===== src/core/mcc_defs.vh =====
// Offsets, field positions, reset values and timing counts of the clock controller
`ifndef MCC_DEFS_VH
`define MCC_DEFS_VH

// Register indexes; byte address is four times the index
`define IDX_CLK_CTRL_STATUS 8'h2C
`define IDX_TONE_CTRL 8'h2D
`define IDX_EVT_STATUS 8'h30
`define IDX_EVT_CLEAR 8'h31
`define IDX_EVT_ENABLE 8'h32

// Clock control/status fields
`define BIT_CLOCK_OUT_ENABLE 7
`define BIT_SLOW_DIV_HI 6
`define BIT_SLOW_DIV_LO 5
`define BIT_SLOW_MODE_SELECT 4
`define BIT_PERIOD_HI 3
`define BIT_PERIOD_LO 2
`define BIT_TICK_IRQ_ENABLE 1
`define BIT_TICK_FLAG 0

// Tone control fields
`define BIT_TONE_HI 1
`define BIT_TONE_LO 0

// Event status bits
`define EVT_TICK 0
`define EVT_WAKE 1

// Reset values
`define RST_CLK_CTRL_STATUS 8'h00
`define RST_TONE_CTRL 8'h00
`define RST_EVT 2'h0

// Tick periods in oscillator cycles
`define TICK_CYC_0 16000
`define TICK_CYC_1 32000
`define TICK_CYC_2 80000
`define TICK_CYC_3 200000

// Oscillator rate and tone frequencies in Hz
`define OSC_HZ 50000000
`define TONE_HZ_1 2000
`define TONE_HZ_2 1000
`define TONE_HZ_3 500

`endif


===== src/core/main_clock_rtc_beeper.v =====
// Main clock controller: slow-mode prescaler, clock out, tick timer and tone output
//
// Operation
// RULE1: clock_out_enable drives core clock onto pin; pin toggles at half core rate undivided, stays high at slow divide 2
// RULE2: clock out suspended during timed halt
// RULE3: slow divider codes give divide 2,4,8,16
// RULE4: slow_mode_select picks undivided or divided clock
// RULE5: period_select picks 16000/32000/80000/200000 cycles
// RULE6: new period applies after current period
// RULE7: tick_flag set each elapsed period
// RULE8: status read clears tick_flag; writes never set
// RULE9: enabled tick interrupt wakes timed halt
// RULE10: halt with irq enable enters timed halt
// RULE11: software avoids bit set/clear on status
// RULE12: tone codes give off, 2k, 1k, 500 Hz
// RULE13: tone keeps running in timed halt
// RULE14: software writes zero to tone bits 7:2
// RULE15: both registers reset to zero
// RULE16: tick interrupt gated by enable and mask
// RULE17: full halt freezes counter and registers
// RULE18: tick counter free-runs, sets flag every period
`timescale 1ns/1ns
`include "mcc_defs.vh"
module main_clock_rtc_beeper #(
	parameter TICK_P0 = `TICK_CYC_0,
	parameter TICK_P1 = `TICK_CYC_1,
	parameter TICK_P2 = `TICK_CYC_2,
	parameter TICK_P3 = `TICK_CYC_3,
	parameter TONE_H1 = `OSC_HZ / (2 * `TONE_HZ_1),
	parameter TONE_H2 = TONE_H1 * `TONE_HZ_1 / `TONE_HZ_2,
	parameter TONE_H3 = TONE_H1 * `TONE_HZ_1 / `TONE_HZ_3
) (
	// Clock and reset
	input wire mclk,
	input wire reset_n,
	// Avalon-MM slave
	input wire [9:0] address,
	input wire read,
	input wire write,
	input wire [31:0] writedata,
	output reg [31:0] readdata_q,
	output reg waitrequest_q,
	// Processor side
	input wire halt_req,
	input wire irq_mask,
	input wire ext_wake,
	output reg tick_irq_q,
	output reg core_clk_en_q,
	output reg timed_halt_q,
	output reg full_halt_q,
	// Port pins
	output reg clkout_port_pin_q,
	output reg clkout_port_oe_q,
	output reg tone_port_pin_q,
	output reg tone_port_oe_q,
	// Event interrupt
	output reg irq_q
);
	localparam TW = 18;
	localparam [2:0] ST_RUN = 3'b001;
	localparam [2:0] ST_TIMED = 3'b010;
	localparam [2:0] ST_FULL = 3'b100;
	localparam [7:0] RST_CTRL = `RST_CLK_CTRL_STATUS;
	localparam [7:0] RST_TONE = `RST_TONE_CTRL;

	// Decode of a byte address against a register index
	function hit;
		input [9:0] addr;
		input [7:0] idx;
		begin
			hit = (addr == {idx, 2'b00});
		end
	endfunction

	// Tick period in cycles for a code
	function [TW-1:0] tick_len;
		input [1:0] code;
		begin
			case (code)
			2'b00: tick_len = TICK_P0[TW-1:0];
			2'b01: tick_len = TICK_P1[TW-1:0];
			2'b10: tick_len = TICK_P2[TW-1:0];
			default: tick_len = TICK_P3[TW-1:0];
			endcase
		end
	endfunction

	// Register state
	reg clock_out_enable_q;
	reg [1:0] slow_divider_select_q;
	reg slow_mode_select_q;
	reg [1:0] period_select_q;
	reg tick_irq_enable_q;
	reg tick_flag_q;
	reg tick_flag_d;
	reg [1:0] tone_select_q;
	reg [1:0] evt_status_q;
	reg [1:0] evt_status_d;
	reg [1:0] evt_enable_q;
	reg [2:0] state_q;
	reg [2:0] state_d;
	reg [TW-1:0] period_cur_q;
	reg [3:0] div_cnt_q;
	reg [3:0] div_last;
	reg core_phase_q;
	reg [31:0] rd_mux;
	reg wake_evt;
	reg [TW-1:0] tone_last;

	wire req = read | write;
	wire done = req & ~waitrequest_q;
	wire in_run = state_q[0];
	wire frozen = state_q[2];
	wire wr_ok = done & write & in_run;
	wire tick_wrap;
	wire tone_wrap;

	// Bus answer one cycle after the request appears
	always @(posedge mclk or negedge reset_n) begin
		if (!reset_n) begin
			waitrequest_q <= 1'b1;
			readdata_q <= 32'h0000_0000;
		end else if (req & waitrequest_q) begin
			waitrequest_q <= 1'b0;
			readdata_q <= rd_mux;
		end else begin
			waitrequest_q <= 1'b1;
		end
	end

	always @* begin
		rd_mux = 32'h0000_0000;
		if (hit(address, `IDX_CLK_CTRL_STATUS)) begin
			rd_mux[`BIT_CLOCK_OUT_ENABLE] = clock_out_enable_q;
			rd_mux[`BIT_SLOW_DIV_HI:`BIT_SLOW_DIV_LO] = slow_divider_select_q;
			rd_mux[`BIT_SLOW_MODE_SELECT] = slow_mode_select_q;
			rd_mux[`BIT_PERIOD_HI:`BIT_PERIOD_LO] = period_select_q;
			rd_mux[`BIT_TICK_IRQ_ENABLE] = tick_irq_enable_q;
			rd_mux[`BIT_TICK_FLAG] = tick_flag_q;
		end else if (hit(address, `IDX_TONE_CTRL)) begin
			rd_mux[`BIT_TONE_HI:`BIT_TONE_LO] = tone_select_q;
		end else if (hit(address, `IDX_EVT_STATUS)) begin
			rd_mux[1:0] = evt_status_q;
		end else if (hit(address, `IDX_EVT_ENABLE)) begin
			rd_mux[1:0] = evt_enable_q;
		end
	end

	// Control registers; no writes land while halted
	always @(posedge mclk or negedge reset_n) begin
		if (!reset_n) begin
			clock_out_enable_q <= RST_CTRL[`BIT_CLOCK_OUT_ENABLE]; // RULE15
			slow_divider_select_q <= RST_CTRL[`BIT_SLOW_DIV_HI:`BIT_SLOW_DIV_LO];
			slow_mode_select_q <= RST_CTRL[`BIT_SLOW_MODE_SELECT];
			period_select_q <= RST_CTRL[`BIT_PERIOD_HI:`BIT_PERIOD_LO];
			tick_irq_enable_q <= RST_CTRL[`BIT_TICK_IRQ_ENABLE];
			tone_select_q <= RST_TONE[`BIT_TONE_HI:`BIT_TONE_LO]; // RULE15
			evt_enable_q <= `RST_EVT;
		end else if (wr_ok) begin
			if (hit(address, `IDX_CLK_CTRL_STATUS)) begin
				clock_out_enable_q <= writedata[`BIT_CLOCK_OUT_ENABLE];
				slow_divider_select_q <= writedata[`BIT_SLOW_DIV_HI:`BIT_SLOW_DIV_LO];
				slow_mode_select_q <= writedata[`BIT_SLOW_MODE_SELECT];
				period_select_q <= writedata[`BIT_PERIOD_HI:`BIT_PERIOD_LO];
				tick_irq_enable_q <= writedata[`BIT_TICK_IRQ_ENABLE];
			end
			// Reserved tone bits are dropped and read back as zero
			if (hit(address, `IDX_TONE_CTRL)) begin
				tone_select_q <= writedata[`BIT_TONE_HI:`BIT_TONE_LO]; // RULE14
			end
			if (hit(address, `IDX_EVT_ENABLE)) begin
				evt_enable_q <= writedata[1:0];
			end
		end
	end

	// Tick flag: only the captured set bit is cleared, so a tick landing
	// between capture and completion of the read is not lost
	always @* begin
		tick_flag_d = tick_flag_q;
		if (done & read & hit(address, `IDX_CLK_CTRL_STATUS) & readdata_q[`BIT_TICK_FLAG]) begin
			tick_flag_d = 1'b0; // RULE8
		end
		if (tick_wrap) begin
			tick_flag_d = 1'b1; // RULE7 RULE18
		end
	end

	always @(posedge mclk or negedge reset_n) begin
		if (!reset_n) begin
			tick_flag_q <= 1'b0;
		end else begin
			tick_flag_q <= tick_flag_d;
		end
	end

	// Period change waits for the running period to end
	always @(posedge mclk or negedge reset_n) begin
		if (!reset_n) begin
			period_cur_q <= TICK_P0[TW-1:0];
		end else if (tick_wrap) begin
			period_cur_q <= tick_len(period_select_q); // RULE6
		end
	end

	// Tick counter runs except in full halt
	period_counter #(
		.W(TW)
	) u_tick (
		.mclk(mclk),
		.reset_n(reset_n),
		.run(~frozen), // RULE17 RULE18
		.clear(1'b0),
		.last(period_cur_q - {{(TW-1){1'b0}}, 1'b1}), // RULE5
		.wrap_q(tick_wrap),
		.count_q()
	);

	// Halt state machine
	always @* begin
		state_d = state_q;
		wake_evt = 1'b0;
		case (state_q)
		ST_RUN: begin
			if (halt_req) begin
				state_d = tick_irq_enable_q ? ST_TIMED : ST_FULL; // RULE10
			end
		end
		ST_TIMED: begin
			if (ext_wake | (tick_flag_q & tick_irq_enable_q)) begin
				state_d = ST_RUN; // RULE9
				wake_evt = 1'b1;
			end
		end
		ST_FULL: begin
			if (ext_wake) begin
				state_d = ST_RUN; // RULE17
				wake_evt = 1'b1;
			end
		end
		default: begin
			state_d = ST_RUN;
		end
		endcase
	end

	always @(posedge mclk or negedge reset_n) begin
		if (!reset_n) begin
			state_q <= ST_RUN;
			timed_halt_q <= 1'b0;
			full_halt_q <= 1'b0;
		end else begin
			state_q <= state_d;
			timed_halt_q <= state_d[1];
			full_halt_q <= state_d[2];
		end
	end

	// Core clock prescaler
	always @* begin
		case (slow_divider_select_q)
		2'b00: div_last = 4'h1;
		2'b01: div_last = 4'h3;
		2'b10: div_last = 4'h7;
		default: div_last = 4'hF;
		endcase // RULE3
	end

	always @(posedge mclk or negedge reset_n) begin
		if (!reset_n) begin
			div_cnt_q <= 4'h0;
			core_clk_en_q <= 1'b0;
			core_phase_q <= 1'b0;
		end else if (!in_run) begin
			// Core clock stops in either halt
			div_cnt_q <= 4'h0;
			core_clk_en_q <= 1'b0;
		end else if (!slow_mode_select_q) begin
			div_cnt_q <= 4'h0;
			core_clk_en_q <= 1'b1; // RULE4
			core_phase_q <= ~core_phase_q;
		end else begin
			if (div_cnt_q >= div_last) begin
				div_cnt_q <= 4'h0;
				core_clk_en_q <= 1'b1; // RULE4
			end else begin
				div_cnt_q <= div_cnt_q + 4'h1;
				core_clk_en_q <= 1'b0;
			end
			core_phase_q <= (div_cnt_q < (div_last >> 1)) ? 1'b0 : 1'b1;
		end
	end

	// Clock out pin; released to general I/O when disabled
	always @(posedge mclk or negedge reset_n) begin
		if (!reset_n) begin
			clkout_port_pin_q <= 1'b0;
			clkout_port_oe_q <= 1'b0;
		end else begin
			clkout_port_oe_q <= clock_out_enable_q; // RULE1
			clkout_port_pin_q <= clock_out_enable_q & in_run & core_phase_q; // RULE1 RULE2
		end
	end

	// Tone generator: half-period counter toggles the pin
	always @* begin
		case (tone_select_q)
		2'b01: tone_last = TONE_H1[TW-1:0] - {{(TW-1){1'b0}}, 1'b1};
		2'b10: tone_last = TONE_H2[TW-1:0] - {{(TW-1){1'b0}}, 1'b1};
		default: tone_last = TONE_H3[TW-1:0] - {{(TW-1){1'b0}}, 1'b1};
		endcase // RULE12
	end

	period_counter #(
		.W(TW)
	) u_tone (
		.mclk(mclk),
		.reset_n(reset_n),
		.run(~frozen), // RULE13
		.clear(tone_select_q == 2'b00),
		.last(tone_last),
		.wrap_q(tone_wrap),
		.count_q()
	);

	always @(posedge mclk or negedge reset_n) begin
		if (!reset_n) begin
			tone_port_pin_q <= 1'b0;
			tone_port_oe_q <= 1'b0;
		end else if (tone_select_q == 2'b00) begin
			tone_port_pin_q <= 1'b0; // RULE12
			tone_port_oe_q <= 1'b0;
		end else begin
			tone_port_oe_q <= 1'b1;
			if (tone_wrap) begin
				tone_port_pin_q <= ~tone_port_pin_q; // RULE12 RULE13
			end
		end
	end

	// Processor tick interrupt
	always @(posedge mclk or negedge reset_n) begin
		if (!reset_n) begin
			tick_irq_q <= 1'b0;
		end else begin
			tick_irq_q <= tick_flag_d & tick_irq_enable_q & ~irq_mask; // RULE16 RULE9
		end
	end

	// Sticky event status; a set in the clear cycle wins
	always @* begin
		evt_status_d = evt_status_q;
		if (done & write & hit(address, `IDX_EVT_CLEAR)) begin
			evt_status_d = evt_status_q & ~writedata[1:0];
		end
		if (tick_wrap) begin
			evt_status_d[`EVT_TICK] = 1'b1;
		end
		if (wake_evt) begin
			evt_status_d[`EVT_WAKE] = 1'b1;
		end
	end

	always @(posedge mclk or negedge reset_n) begin
		if (!reset_n) begin
			evt_status_q <= `RST_EVT;
			irq_q <= 1'b0;
		end else begin
			evt_status_q <= evt_status_d;
			irq_q <= |(evt_status_d & evt_enable_q);
		end
	end
endmodule // main_clock_rtc_beeper


===== src/core/period_counter.v =====
// Free-running modulo counter with a one-cycle wrap pulse
`timescale 1ns/1ns
module period_counter #(
	parameter W = 18
) (
	// Clock and reset
	input wire mclk,
	input wire reset_n,
	// Control
	input wire run,
	input wire clear,
	input wire [W-1:0] last,
	// Status
	output reg wrap_q,
	output reg [W-1:0] count_q
);
	always @(posedge mclk or negedge reset_n) begin
		if (!reset_n) begin
			count_q <= {W{1'b0}};
			wrap_q <= 1'b0;
		end else if (clear) begin
			count_q <= {W{1'b0}};
			wrap_q <= 1'b0;
		end else if (run) begin
			if (count_q >= last) begin
				count_q <= {W{1'b0}};
				wrap_q <= 1'b1;
			end else begin
				count_q <= count_q + {{(W-1){1'b0}}, 1'b1};
				wrap_q <= 1'b0;
			end
		end else begin
			wrap_q <= 1'b0;
		end
	end
endmodule // period_counter


===== config.mk =====
export PLATFORM = sky130hd
export DESIGN_NAME = main_clock_rtc_beeper
export DESIGN_NICKNAME = d
export VERILOG_FILES = /design/src/core/main_clock_rtc_beeper.v /design/src/core/period_counter.v
export VERILOG_INCLUDE_DIRS = /design/src /design/src/core
export SDC_FILE = /design/constraint.sdc
export NUM_CORES = 1
export LEC_CHECK = 0
export ABC_CLOCK_PERIOD_IN_PS = 3000
export BUFFER_PORTS_ARGS = -buffer_cell sky130_fd_sc_hd__clkbuf_2
export CAP_MARGIN = 20
export CORE_AREA = 5 5 99 101
export DETAILED_ROUTE_END_ITERATION = 6
export DIE_AREA = 0 0 104 106
export HOLD_SLACK_MARGIN = 0.05
export PLACE_DENSITY = 0.74
export SYNTH_ARGS = -nofsm -noshare
export SYNTH_HDL_FRONTEND = slang
export SYNTH_SLANG_ARGS = --single-unit

===== constraint.sdc =====
create_clock -name mclk -period 3 [get_ports mclk]
set_input_delay 0.3 -clock mclk [delete_from_list [all_inputs] [get_ports mclk]]
set_output_delay 0.3 -clock mclk [all_outputs]
set_load 0.005 [all_outputs]

Word level (Yosys, flattened, before mapping) --
Index checks and enable logic that the tools add are counted.
Cells by class: mux-type cells 42, add/sub/neg operators 4, equality and inequality tests 18, reductions and logical operators 9, bitwise logic cells 22, $lt $le $gt $ge 4
Operators by type and width (number):
- 18-bit 2-to-1 mux | 4
- 18-bit case mux with 3 select lines | 1
- 10-bit by 8-bit equality test with 1-bit output, second input constant | 5
- 18-bit by 1-bit adder with 18-bit output, second input constant | 2
- 16-bit case mux with 2 select lines | 1
- 1-bit 2-to-1 mux | 20
- 18-bit by 16-bit >= comparator with 1-bit output | 1
- 18-bit >= comparator | 1
- 18-bit by 1-bit subtractor with 18-bit output, second input constant | 1
- 1-bit AND | 13
- 3-bit 2-to-1 mux | 4
- 4-bit 2-to-1 mux | 3
- 4-bit case mux with 3 select lines | 1
- 2-bit 2-to-1 mux | 5
- 3-bit case mux with 3 select lines | 1
- 2-bit by 1-bit equality test with 1-bit output, second input constant | 3
- 2-bit equality test, second input constant | 3
- 2-bit zero test | 3
- 6-bit 2-to-1 mux | 1
- 2-bit inequality test, second input constant | 3
- 2-bit AND reduction | 3
- 4-bit by 1-bit adder with 4-bit output, second input constant | 1
- 2-bit AND | 2
- 4-bit >= comparator | 1
- other kinds (12) | 16
Storage, ports and cells: logic and storage cells 128, output and inout port bits 42, register bits after elaboration 96, input bits 49

Longest topological paths before layout --
depth after elaboration 9, gate-level depth with buffers 11, depth with buffers taken out 11

Hierarchy --
A second synthesis with hierarchy kept.
Unflattened totals: cells, all modules 564, area, all modules 5500.3 sq um
By module, submodules not included:
- period_counter | cells each 173, area each 1522.7 sq um, instances 2
- main_clock_rtc_beeper | cells each 218, area each 2454.9 sq um, instances 1

Worst setup path before layout --
No wires, ideal clock.
path kind flip-flop to flip-flop, from register tone_select_q[0], to register u_tone.count_q[11], clock period less this slack 2.692 ns, arrival time 2.626 ns, path slack 0.308 ns, buffers on the path 1, required time 2.935 ns, cell stages (with the launch flop) 11, path through dfrtp_1 inv_1 ha_1 ha_1 and3_1 a221o_1 a2111oi_4 nand4_2 nor2_2 buf_4 a22o_1
Between the ends: cells in the longest elaborated chain, start to end 6
Ends and longest elaborated chain:
- from (decl) | RTL line main_clock_rtc_beeper.v:96 | reg [1:0] tone_select_q;
- from (signal assigned) | RTL line main_clock_rtc_beeper.v:157 | tone_select_q <= RST_TONE[`BIT_TONE_HI:`BIT_TONE_LO];
- from (signal assigned) | RTL line main_clock_rtc_beeper.v:169 | tone_select_q <= writedata[`BIT_TONE_HI:`BIT_TONE_LO];
- 2-bit equality test / 2-bit by 1-bit equality test with 1-bit output (equally long branches) | RTL line main_clock_rtc_beeper.v:307 | case (tone_select_q)
- 16-bit case mux with 2 select lines | RTL line main_clock_rtc_beeper.v:307
- 18-bit by 16-bit >= comparator with 1-bit output | RTL line period_counter.v:25 | if (count_q >= last) begin
- 18-bit 2-to-1 mux | RTL line period_counter.v:25
- 18-bit 2-to-1 mux | RTL line period_counter.v:24 | end else if (run) begin
- 18-bit 2-to-1 mux | RTL line period_counter.v:21 | end else if (clear) begin
- to (signal assigned) | RTL line period_counter.v:22 | count_q <= {W{1'b0}};
- to (signal assigned) | RTL line period_counter.v:26 | count_q <= {W{1'b0}};
- to (signal assigned) | RTL line period_counter.v:29 | count_q <= count_q + {{(W-1){1'b0}}, 1'b1};
- to (decl) | RTL line period_counter.v:15 | output reg [W-1:0] count_q
Several ways; a longest one is shown, not always the timed one. The select of a mux whose other input is x is not followed. A chain may end at the register's enable or synchronous reset.

Worst setup path after layout --
from register tone_select_q[0], to register u_tone.count_q[13]
The elaborated chain is that of the path after synthesis.

==> impl_metrics.tcl <==
set metrics [dict create \
    status "finished, final reports clean" \
    antenna_found_initial 0 \
    first_iter_violations 103 \
    critPathSlowestCell "dfrtp_1" \
    finalWorstSetupSlack_ps 154.9 \
    ios 91 \
    drt_first_pass_iters 4 \
    tightestPinTransition_ps 894.8 \
    maxSlewHeadroom 0.3995 \
    yosysMostFrequentCell "dfrtp_1" \
    grt_pass1_vias 3630 \
    fmax_ghz 0.3515 \
    setup_tns_ps 0 \
    seq_area_frac_synth 0.4445 \
    drv_cap 0 \
    wl_per_cell_um 15.03 \
    cp_slowest_stage_delay_ps 400 \
    final_antenna_net_count 0 \
    wl_um 9814 \
    netlist_top_cells_area "dfrtp_1 41%, ha_1 9.8%, buf_4 4.0%, nand2_1 3.6%, nor2_1 3.4%" \
    vias 3586 \
    min-delay-start "writedata[5]" \
    clk_latency_ps 360 \
    die_w_um 104 \
    grt.overflow.total 0 \
    initial_core_util 0.5312 \
    whs_path_depth 2 \
    arrival_ps 3120 \
    cp.required_ps 3280 \
    cts_tree "done" \
    htreeDepth 3 \
    placedCellCount 633 \
    cts_sinks 84 \
    synth-edff-count 0 \
    path_class "flip-flop to flip-flop" \
    hold_viol_final 0 \
    synthDominantCellAreaShare 0.4113 \
    switching_share 0.3109 \
    grt_max_degree 85 \
    peakVddDrop_uv 250.4 \
    coreArea_mm2 0.008934 \
    die_area_mm2 0.01102 \
    grt.total_usage 0.1851 \
    synth.largest_area_cell "dfrtp_1" \
    drive_gt1_frac 0.1790 \
    hold_path.class "input port to flip-flop" \
    fin_nets 623 \
    p_sw_uw 844.2 \
    drc 0 \
    dp_hpwl_um 7115 \
    critPathCaptureType "flip-flop" \
    gp_congestion 0.8939 \
    synthFlopType "dfrtp_1" \
    synth_warnings 0 \
    critPathMaxFanout 7 \
    worst_hold_slack_ps 169.4 \
    clkPwrFrac 0.306 \
    antenna_cells 0 \
    critPathLaunchType "flip-flop" \
    worstReg2RegEnd "u_tone.count_q[13]" \
    path_delay_family "compound AO/OA/AOI/OAI gates" \
    cts-root-buf "clkbuf_8" \
    clockBufferDepth 2 \
    synth_common_cells "78 x dfrtp_1, 45 x nand2_1, 43 x nor2_1, 37 x ha_1, 31 x o21ai_0" \
    power.total_mw 2.715 \
    netlist_area_mm2 0.004746 \
    ff2ff_path_depth 11 \
    power.density_mw_per_mm2 514.1 \
    reg2reg_from "tone_select_q[0]" \
    synth_cell_type_count 57 \
    p_seq_frac 0.509 \
    holdPathEnd "slow_divider_select_q[0]" \
    setup_viol 0 \
    period_share 0.9484 \
    r2r_setup_slack_ps 150 \
    path_buf_inv 3 \
    instances_no_fill 653 \
    row_count 35 \
    internal-power_mw 1.871 \
    netlist_instances 484 \
    via_per_inst 5.492 \
    p_comb_frac 0.185 \
    crit_chain "inv_1 > ha_4 > inv_1 > ha_1 > and3_1 > a221o_1 > a2111oi_4 > and3_1 > buf_4 > nand3_1 > a31oi_1" \
    synth_area_per_cell_um2 9.805 \
    finalClockSkew_ps 13.13 \
    fin_crit_ps 2845 \
    pre_cts_ws_ps 50.25 \
    synth-seq-cells 84 \
    io_buffers 42 \
    numCtsBuffers 9 \
    async_flop_share 1.000 \
    die_y_um 106 \
    grt_pass1_wl_um 16980 \
    drv_slew 0 \
    p_leak_nw 2.619 \
    clkTransAtPathRegs_ps 90 \
    area_growth_pct 11.28 \
]
[state kept, by name, summed over array words and instances (netlist names), 2 cells and up]
signal and cells:
div_cnt_q 4, evt_status_q 2, period_cur_q 8, period_select_q 2, slow_divider_select_q 2, u_tone.count_q 18, evt_enable_q 2, tone_select_q 2
state_q 3, readdata_q 8, u_tick.count_q 18
[worst max-delay path by stage]
stage / from / to / slack [ps] / cells after the start
6_report: tone_select_q[0] / u_tone.count_q[13] / 150 / 11
5_1_grt: tone_select_q[1] / u_tone.count_q[4] / -2 / 10
4_1_cts: tone_select_q[0] / u_tone.count_q[13] / 30 / 11
3_5_place_dp: tone_select_q[0] / u_tone.count_q[13] / 50 / 11
3_3_place_gp: tone_select_q[0] / u_tone.count_q[13] / 160 / 11
2_1_floorplan: tone_select_q[0] / u_tone.count_q[11] / 310 / 10
[worst register-to-register path, cell delays in order (launching register included)]
cell	delay [ps]
dfrtp_1	400
inv_1	190
ha_4	260
inv_1	90
ha_1	230
and3_1	160
a221o_1	380
a2111oi_4	400
and3_1	260
buf_4	160
nand3_1	70
a31oi_1	170
[kinds of logic (layout without fill, tap and decap cells)]
group                    Yosys count  after routing  share of synthesized area
AO/OA/AOI/OAI                     86             86                     0.1184
flip-flops                        84             84                     0.4445
buffers and inverters             59             94                    0.06670
AND/OR/NAND/NOR                  178            178                     0.1922
other                              1             24                  0.0007902
XOR/XNOR                          22             22                    0.04060
adder cells (fa/ha/maj)           37             37                    0.09755
multiplexers                      17             17                    0.03928
[routing by layer]
| metal | up-vias | track usage | routed length [um] |
|---|---|---|---|
| li1 | 1760 | - | - |
| met2 | 63 | 0.3142 | 4826 |
| met4 | 0 | 0.06938 | 190 |
| met3 | 15 | 0.03643 | 318 |
| met1 | 1748 | 0.2343 | 4479 |
| met5 | - | 0 | 0 |
[placed cells by master (no fill, tap or decap), types with 4 or more instances in the layout]
cell type,netlist,layout
dfstp_2,6,6
nand4_1,10,10
a21o_1,4,4
xor2_1,14,14
conb_1,1,24
and3_1,16,16
nor3_1,12,12
nor2_1,43,43
nor2b_1,11,11
mux2i_1,4,4
clkbuf_2,0,41
inv_1,24,24
o21ai_0,31,31
a31oi_1,5,5
a22o_1,11,11
ha_1,37,36
clkbuf_8,0,9
dfrtp_1,78,78
xnor2_1,8,8
buf_4,25,11
mux2_2,13,13
nand3_1,14,14
a21oi_1,18,18
nand2_1,45,45
[repair_timing]
| action | in CTS | in global routing |
|---|---|---|
| hold buffers | 0 | 1 |
| setup buffers | 0 | 2 |
| endpoints found under the hold margin | 0 | 11 |
| endpoints found under the setup margin | 0 | 16 |
| resized for setup | 0 | 1 |
[power groups by stage]
| stage | Sequential (mW) | Clock, mW | Combinational, mW |
|---|---|---|---|
| 2_1_floorplan | 1.36 | 0 | 0.385 |
| 3_3_place_gp | 1.40 | 0 | 0.473 |
| 3_5_place_dp | 1.40 | 0 | 0.496 |
| 4_1_cts | 1.38 | 0.856 | 0.498 |
| 5_1_grt | 1.41 | 0.900 | 0.581 |
| 6_report | 1.38 | 0.831 | 0.502 |
[through the flow]
step / util / instance area, um2
4_1_cts: 0.5839 / 5216
6_report: 0.5912 / 5281
5_1_grt: 0.5912 / 5281
3_3_place_gp: 0.5616 / 5017
3_5_place_dp: 0.5616 / 5017
2_1_floorplan: - / 4832
[cell type report]
class                           instances  area (um2)
Tap cell                              111       138.9
Clock buffer                           10       127.6
Clock inverter                          6       71.32
Fill cell                             753        3652
Multi-Input combinational cell        364        2419
Timing Repair Buffer                   54       325.3
Inverter                               24       90.09
Sequential cell                        84        2110
Power figures use the tool's default switching activity.
